<file path="src/pxee_pkg.sv">
// Constants, types and helper functions of the exception sequencer
package pxee_pkg;

    // ****************************************
    // Mode encodings
    // ****************************************
    localparam logic [4:0] MODE_USER = 5'h10;
    localparam logic [4:0] MODE_FAST = 5'h11;
    localparam logic [4:0] MODE_NORMAL = 5'h12;
    localparam logic [4:0] MODE_SUPER = 5'h13;
    localparam logic [4:0] MODE_ABORT = 5'h17;
    localparam logic [4:0] MODE_UNDEF = 5'h1B;
    localparam logic [4:0] MODE_SYSTEM = 5'h1F;

    // ****************************************
    // Status word layout
    // ****************************************
    localparam int SW_T_BIT = 5;
    localparam int SW_F_BIT = 6;
    localparam int SW_I_BIT = 7;
    localparam int SW_A_BIT = 8;
    localparam int SW_E_BIT = 9;
    localparam int SW_ITL_LSB = 25;
    localparam int SW_ITH_LSB = 10;
    localparam logic [31:0] SW_IT_MASK = 32'h0600FC00;
    localparam logic [31:0] SW_USER_WR_MASK = 32'hF80F0200;
    localparam logic [31:0] SW_PRIV_WR_MASK = 32'h000001DF;
    localparam logic [31:0] SW_RESET = 32'h00000000;
    localparam logic [31:0] WORD_RESET = 32'h00000000;

    // ****************************************
    // Exception classes, also the vector selector
    // ****************************************
    localparam logic [2:0] CLS_SVC = 3'h0;
    localparam logic [2:0] CLS_UNDEF = 3'h1;
    localparam logic [2:0] CLS_FETCH_ABORT = 3'h2;
    localparam logic [2:0] CLS_DATA_ABORT = 3'h3;
    localparam logic [2:0] CLS_BREAKPOINT = 3'h4;
    localparam logic [2:0] CLS_FAST_IRQ = 3'h5;
    localparam logic [2:0] CLS_NORMAL_IRQ = 3'h6;
    localparam logic [2:0] CLS_RESET = 3'h7;

    // ****************************************
    // Link offsets and banks
    // ****************************************
    localparam logic [31:0] LINK_OFS_WIDE = 32'h00000004;
    localparam logic [31:0] LINK_OFS_COMPACT = 32'h00000002;
    localparam logic [31:0] LINK_OFS_DATA = 32'h00000008;
    localparam int FAST_BANK_REGS = 8;
    localparam int MODE_BANKS = 5;
    localparam logic [2:0] BANK_FAST = 3'h0;
    localparam logic [2:0] BANK_NORMAL = 3'h1;
    localparam logic [2:0] BANK_SUPER = 3'h2;
    localparam logic [2:0] BANK_ABORT = 3'h3;
    localparam logic [2:0] BANK_UNDEF = 3'h4;
    localparam logic [2:0] BANK_NONE = 3'h7;

    typedef enum logic [1:0] {ST_RESET, ST_RUN, ST_VECTOR} pxee_state_t;

    typedef struct packed {
        pxee_state_t state;
        logic [31:0] status;
        logic [MODE_BANKS-1:0][31:0] saved;
        logic [MODE_BANKS-1:0][31:0] link;
        logic [FAST_BANK_REGS-1:0][31:0] fast_bank;
        logic [31:0] out_saved;
        logic [31:0] out_link;
        logic [31:0] out_bank;
        logic redirect;
        logic [2:0] vector;
        logic ready;
        logic in_reset;
    } pxee_regs_t;

    // Mode of each exception class
    function automatic logic [4:0] pxee_target_mode(input logic [2:0] cls);
        case (cls)
            CLS_SVC, CLS_RESET: pxee_target_mode = MODE_SUPER;
            CLS_UNDEF: pxee_target_mode = MODE_UNDEF;
            CLS_FAST_IRQ: pxee_target_mode = MODE_FAST;
            CLS_NORMAL_IRQ: pxee_target_mode = MODE_NORMAL;
            default: pxee_target_mode = MODE_ABORT;
        endcase
    endfunction

    // Bank index of a mode, BANK_NONE for user and system
    function automatic logic [2:0] pxee_bank(input logic [4:0] mode);
        case (mode)
            MODE_FAST: pxee_bank = BANK_FAST;
            MODE_NORMAL: pxee_bank = BANK_NORMAL;
            MODE_SUPER: pxee_bank = BANK_SUPER;
            MODE_ABORT: pxee_bank = BANK_ABORT;
            MODE_UNDEF: pxee_bank = BANK_UNDEF;
            default: pxee_bank = BANK_NONE;
        endcase
    endfunction

endpackage

</file>
<file path="src/pxee_core.sv">
// Exception entry, return and reset sequencing of the processor core
`timescale 1ns/10ps
module pxee_core (
    // Clock and reset
    input wire logic i_clk,
    input wire logic i_rst,
    // Reset pins and configuration straps
    input wire logic i_core_reset_low,
    input wire logic i_halt_hold_low,
    input wire logic i_init_big_endian_cfg,
    input wire logic i_init_compact_state_cfg,
    input wire logic i_unmaskable_fast_cfg,
    // Interrupt pins
    input wire logic i_normal_irq_low,
    input wire logic i_fast_irq_low,
    // System control word bits
    input wire logic i_exception_endian_bit,
    input wire logic i_exception_state_bit,
    // Synchronous exception request from the pipeline
    input wire logic i_exc_req,
    input wire logic [2:0] i_exc_class,
    input wire logic [31:0] i_instr_addr,
    // Return with flag-setting option
    input wire logic i_return_req,
    input wire logic i_return_flag_set,
    // Software write of the status word
    input wire logic i_status_wr,
    input wire logic [31:0] i_status_wdata,
    // Fast mode private registers
    input wire logic i_bank_wr,
    input wire logic [2:0] i_bank_widx,
    input wire logic [31:0] i_bank_wdata,
    input wire logic [2:0] i_bank_ridx,
    // Status and sequencing outputs
    output logic [31:0] o_current_status_word,
    output logic [31:0] o_saved_status_word,
    output logic [31:0] o_return_link_reg,
    output logic [31:0] o_bank_rdata,
    output logic o_fetch_redirect,
    output logic [2:0] o_fetch_vector,
    output logic o_ready,
    output logic o_in_reset
);
    import pxee_pkg::*;

    pxee_regs_t r;
    pxee_regs_t next_r;

    // ****************************************
    // Conditional block advance
    // ****************************************
    function automatic logic [31:0] advance_cond(input logic [31:0] sw);
        logic [7:0] it;
        logic [31:0] res;
        it = {sw[SW_ITH_LSB+5:SW_ITH_LSB], sw[SW_ITL_LSB+1:SW_ITL_LSB]};
        if (it[2:0] == 3'h0) begin
            it = 8'h00;
        end else begin
            it[4:0] = {it[3:0], 1'b0};
        end
        res = sw;
        res[SW_ITH_LSB+5:SW_ITH_LSB] = it[7:2];
        res[SW_ITL_LSB+1:SW_ITL_LSB] = it[1:0];
        return res;
    endfunction

    // ****************************************
    // Link offset by class and prior state
    // ****************************************
    function automatic logic [31:0] link_offset(input logic [2:0] cls, input logic compact);
        case (cls)
            CLS_SVC, CLS_UNDEF: link_offset = compact ? LINK_OFS_COMPACT : LINK_OFS_WIDE;
            CLS_DATA_ABORT: link_offset = LINK_OFS_DATA;
            default: link_offset = LINK_OFS_WIDE;
        endcase
    endfunction

    // ****************************************
    // Next state
    // ****************************************
    logic fast_pend;
    logic normal_pend;
    logic take;
    logic [2:0] cls;
    logic [4:0] tmode;
    logic [2:0] tbank;
    logic [2:0] cbank;
    logic priv;
    logic [31:0] wmask;
    logic [31:0] sw;

    always_comb begin
        next_r = r;
        next_r.redirect = 1'b0;
        fast_pend = 1'b0;
        normal_pend = 1'b0;
        take = 1'b0;
        cls = CLS_SVC;
        tmode = MODE_SUPER;
        tbank = BANK_SUPER;
        cbank = pxee_bank(r.status[4:0]);
        priv = (r.status[4:0] != MODE_USER);
        wmask = SW_USER_WR_MASK;
        sw = r.status;

        case (r.state)
            ST_RESET: begin
                // Leave reset only when both pins are high
                if (i_core_reset_low && i_halt_hold_low) begin
                    sw = SW_RESET;
                    sw[4:0] = MODE_SUPER;
                    sw[SW_A_BIT] = 1'b1;
                    sw[SW_I_BIT] = 1'b1;
                    sw[SW_F_BIT] = 1'b1;
                    sw[SW_E_BIT] = i_init_big_endian_cfg;
                    sw[SW_T_BIT] = i_init_compact_state_cfg;
                    next_r.status = sw;
                    next_r.vector = CLS_RESET;
                    next_r.state = ST_VECTOR;
                    next_r.in_reset = 1'b0;
                end
            end
            ST_RUN: begin
                // Software write of the status word
                if (i_status_wr) begin
                    if (priv) begin
                        wmask = SW_USER_WR_MASK | SW_PRIV_WR_MASK;
                    end
                    sw = (r.status & ~wmask) | (i_status_wdata & wmask);
                    if (priv && i_unmaskable_fast_cfg) begin
                        sw[SW_F_BIT] = r.status[SW_F_BIT] & i_status_wdata[SW_F_BIT];
                    end
                    if (priv && (pxee_bank(sw[4:0]) == BANK_NONE) && (sw[4:0] != MODE_USER)) begin
                        sw[4:0] = MODE_SYSTEM;
                    end
                end
                // Return restores the saved word of the current mode
                if (i_return_req && i_return_flag_set && (cbank != BANK_NONE)) begin
                    sw = r.saved[cbank];
                end
                next_r.status = sw;

                // Masking and priority of interrupts
                fast_pend = !i_fast_irq_low && !r.status[SW_F_BIT];
                normal_pend = !i_normal_irq_low && !r.status[SW_I_BIT];
                if (i_exc_req && (i_exc_class == CLS_DATA_ABORT)) begin
                    take = 1'b1;
                    cls = CLS_DATA_ABORT;
                end else if (fast_pend) begin
                    take = 1'b1;
                    cls = CLS_FAST_IRQ;
                end else if (normal_pend) begin
                    take = 1'b1;
                    cls = CLS_NORMAL_IRQ;
                end else if (i_exc_req && (i_exc_class <= CLS_BREAKPOINT)) begin
                    take = 1'b1;
                    cls = i_exc_class;
                end

                if (take) begin
                    tmode = pxee_target_mode(cls);
                    tbank = pxee_bank(tmode);
                    // Offset from the state before entry overwrites it
                    next_r.link[tbank] = i_instr_addr + link_offset(cls, r.status[SW_T_BIT]);
                    if (cls == CLS_SVC) begin
                        next_r.saved[tbank] = advance_cond(r.status);
                    end else begin
                        next_r.saved[tbank] = r.status;
                    end
                    sw = r.status & ~SW_IT_MASK;
                    sw[4:0] = tmode;
                    sw[SW_E_BIT] = i_exception_endian_bit;
                    sw[SW_T_BIT] = i_exception_state_bit;
                    sw[SW_I_BIT] = 1'b1;
                    if (cls == CLS_FAST_IRQ) begin
                        sw[SW_F_BIT] = 1'b1;
                    end
                    if ((cls == CLS_FAST_IRQ) || (cls == CLS_NORMAL_IRQ) || (tmode == MODE_ABORT)) begin
                        sw[SW_A_BIT] = 1'b1;
                    end
                    next_r.status = sw;
                    next_r.vector = cls;
                    next_r.state = ST_VECTOR;
                end
            end
            ST_VECTOR: begin
                next_r.redirect = 1'b1;
                next_r.state = ST_RUN;
            end
            default: begin
                next_r.state = ST_RESET;
            end
        endcase

        // Fast private registers, writable only in fast mode
        if (i_bank_wr && (r.status[4:0] == MODE_FAST) && (r.state == ST_RUN)) begin
            next_r.fast_bank[i_bank_widx] = i_bank_wdata;
        end

        // Reset pin low abandons the state and the redirect; status, saved, link and bank writes of this cycle still land
        if (!i_core_reset_low) begin
            next_r.state = ST_RESET;
            next_r.redirect = 1'b0;
            next_r.in_reset = 1'b1;
        end

        // Registered views of the current mode's bank and of the fast private register at i_bank_ridx
        cbank = pxee_bank(next_r.status[4:0]);
        if (cbank != BANK_NONE) begin
            next_r.out_saved = next_r.saved[cbank];
            next_r.out_link = next_r.link[cbank];
        end else begin
            next_r.out_saved = WORD_RESET;
            next_r.out_link = WORD_RESET;
        end
        next_r.out_bank = next_r.fast_bank[i_bank_ridx];
        next_r.ready = (next_r.state == ST_RUN);
    end

    // ****************************************
    // State register
    // ****************************************
    // Banked links clear to zero on reset, with all registers but vector and in_reset
    always_ff @(posedge i_clk or posedge i_rst) begin
        if (i_rst) begin
            r <= '0;
            r.state <= ST_RESET;
            r.status <= SW_RESET;
            r.vector <= CLS_RESET;
            r.in_reset <= 1'b1;
        end else begin
            r <= next_r;
        end
    end

    // ****************************************
    // Outputs
    // ****************************************
    assign o_current_status_word = r.status;
    assign o_saved_status_word = r.out_saved;
    assign o_return_link_reg = r.out_link;
    assign o_bank_rdata = r.out_bank;
    assign o_fetch_redirect = r.redirect;
    assign o_fetch_vector = r.vector;
    assign o_ready = r.ready;
    assign o_in_reset = r.in_reset;

endmodule

</file>
<file path="config.mk">
export PLATFORM = sky130hd
export DESIGN_NAME = pxee_core
export DESIGN_NICKNAME = d
export VERILOG_FILES = /design/src/pxee_pkg.sv /design/src/pxee_core.sv
export SDC_FILE = /design/constraint.sdc
export NUM_CORES = 2
export LEC_CHECK = 0
export ABC_AREA = 1
export BUFFER_PORTS_ARGS = -buffer_cell sky130_fd_sc_hd__buf_2
export CAP_MARGIN = 30
export CORE_MARGIN = 3
export CORE_UTILIZATION = 55
export DETAILED_ROUTE_END_ITERATION = 10
export PLACE_DENSITY = 0.76
export SLEW_MARGIN = 20
export SYNTH_ARGS = -nofsm -noshare
export SYNTH_HDL_FRONTEND = slang
export SYNTH_SLANG_ARGS = --single-unit
export TNS_END_PERCENT = 100
</file>
<file path="constraint.sdc">
create_clock -name i_clk -period 24 [get_ports i_clk]
set_input_delay 2.4 -clock i_clk [delete_from_list [all_inputs] [get_ports i_clk]]
set_output_delay 2.4 -clock i_clk [all_outputs]
set_load 0.005 [all_outputs]
</file>
==> flow_summary.toml <==
[hold_path]
hp-class = "flip-flop to flip-flop"
hold_depth = 2

[synthesis]
synth_top_area_share_pct = 52.7
synth-async-reset-ratio_pct = 100
syn_area_mm2 = 0.0336
synth_edf_count = 0
yosysTopAreaCell = "dfrtp_1"
yosys.cell_types.count = 51
synth.avg_cell_area_um2 = 8.18
ys_warn_count = 0
syn_nets = 4235
synth_common_cells = "nand2_1 (1,039), dfrtp_1 (708), o21ai_0 (686)"
synthCells = 4110
synth-seq-cells = 712
ys.flop_type = "dfrtp_1"
ys_seq_area_share_pct = 53.0
synth.most_common_cell = "nand2_1"
synth_area_leaders = "dfrtp_1 (53%), nand2_1 (12%), o21ai_0 (10%)"

[die]
start_util_pct = 55.6
ios = 255
core-area_mm2 = 0.0605
row_count = 90
die_y_um = 253
die_w_um = 253
die_area_mm2 = 0.0642

[cts]
clk_latency_ps = 630
clock-sinks = 712
root_buffer = "clkbuf_16"
cts_inserted_buffers = 75
cts_max_level = 3
cts_tree = "done"
cts_resized = 0
clockBufferDepth = 3
cts_setup_buffers = 0
hold_buffers = 0
clk_pin_slew_ps = 60

[timing]
worst_pin_slew_ps = 960
finalSetupViolCount = 0
slew_headroom_pct = 35.8
rsz0062_at_grt = "false"
final.min_clock_period_ps = 7570
final_max_slew_viol_count = 0
hold_violations = 0
period_share_pct = 31.6
clock_skew_ps = 21.5
fin_ws_ps = 16430
fin_setup_tns_ps = 0
hold_ws_ps = 474
fmax_mhz = 132

[global_route]
grt_pass1_vias = 27357
grt_pass1_wl_um = 148000
antenna_found_initial = 8
grt-ovfl-total = 0
grt_usage_pct = 29.0
grt_max_degree = 169

[power_and_ir_drop]
total_power_mw = 4.24
pwr_density_cell_mw_per_mm2 = 115
irDropWorstVdd_mv = 0.0966
power_leakage_nw = 18.1

[cells_and_area]
syn_to_final_growth_pct = 9.61
nFillCells = 5195
largest_reg_flops = 578
postLayoutCellArea_mm2 = 0.0369
fin_util_pct = 61.0
final_layout_size_suffix_gt1_share_pct = 11.9
fin_cells = 4939
finalNetCount = 4219
top_register = "r"

[setup_path]
rr_worst_depth = 18
worst_setup_path_start_kind = "input port"
cp-end-kind = "flip-flop"
crit_fanout = 69
crit_arrival_ps = 8060
worstSetupPathType = "input port to flip-flop"
critical_path_required_ps = 24490

[drt]
via_count = 28574
wl_per_cell_um = 19.0
viasPerCell = 5.79
antenna_left = 0
dr.pass1.iters = 7
first_iter_violations = 2836
wl_um = 94000
route.detailed.drc = 0

[placed_design]
placed_cell_area_mm2 = 0.0342
finalWeightedCongestion = 0.930
place_inst = 4795
portBuffers = 240
place_ws_ps = 15960
hpwlAfterDp_um = 53400

[status]
status = "finished, final reports clean"

[flow_run]
drv_cap = 0
[where the power goes]
group,internal (mW),switching [mW],leakage (nW)
logic,0.456,0.984,7.77
clock network,0.695,0.496,1.25
registers,1.50,0.112,9.11
[routing by layer]
layer  track usage [%]  up-vias  routed length [µm]
li1                  -    13287                   -
met5                 0        -                  21
met2              45.8     1391               43400
met1              38.9    13639               38300
met3              5.69      253                8560
met4              13.4        4                3790
[layout by cell type, fill, tap and decap left out, types with 35 or more instances in the layout]
cell / n
nand3_1: 320
dfrtp_1: 708
a31oi_1: 35
o22ai_1: 36
o21ai_0: 686
clkbuf_16: 76
buf_2: 239
o21bai_1: 64
buf_4: 43
nand2_1: 1029
a21oi_1: 105
nor2_1: 275
inv_1: 267
[cell families after synthesis]
family / Yosys count / synth area share [%]
buffers and inverters: 675 / 9.39
xor gates and xnor gates: 25 / 0.651
adders and majority gates: 4 / 0.171
and+or+nand+nor: 1709 / 20.9
DFF: 712 / 53.0
AOI/OAI and AO/OA: 985 / 15.9
[worst max-delay path: stages]
cell and delay [ps]:
buf_2 110, inv_2 30, nor2_1 120, nand2_1 90
nor2_2 310, a21oi_1 150, clkinv_1 120, nand2_2 110
nand2_1 90, nor2_2 70, nand2_4 440, buf_4 720
nand3b_2 180, nor2_1 180, nand3b_1 130, nand2_2 620
clkinv_2 970, buf_4 670, nand3_1 190, nand3_1 90
nand3_1 120, nand2_1 120
[path summary, 6_finish.rpt]
check	start	end	slack (ps)
min in group asynchronous	i_rst	r[505]$_DFF_PP0_	1840
max reg2reg	o_current_status_word[6]$_DFFE_PP0P_	o_saved_status_word[26]$_DFF_PP0_	17870
max	i_exc_req	o_saved_status_word[26]$_DFF_PP0_	16430
min	r[407]$_DFF_PP0_	r[407]$_DFF_PP0_	470
max in group asynchronous	i_rst	r[181]$_DFF_PP0_	20020
min reg2reg	r[407]$_DFF_PP0_	r[407]$_DFF_PP0_	470
[layout make-up]
class / instances / area [µm²] / area share [%]
sequential: 712 / 17800 / 48.3
multi-input combinational: 2723 / 12700 / 34.6
clock buffer: 109 / 2200 / 5.96
timing repair buffer: 288 / 1650 / 4.48
inverter: 294 / 1110 / 3.02
tap: 782 / 978 / 2.65
clock inverter: 26 / 349 / 0.947
antenna: 5 / 12.5 / 0.0339
No activity file was read; power rests on OpenSTA's default activity.
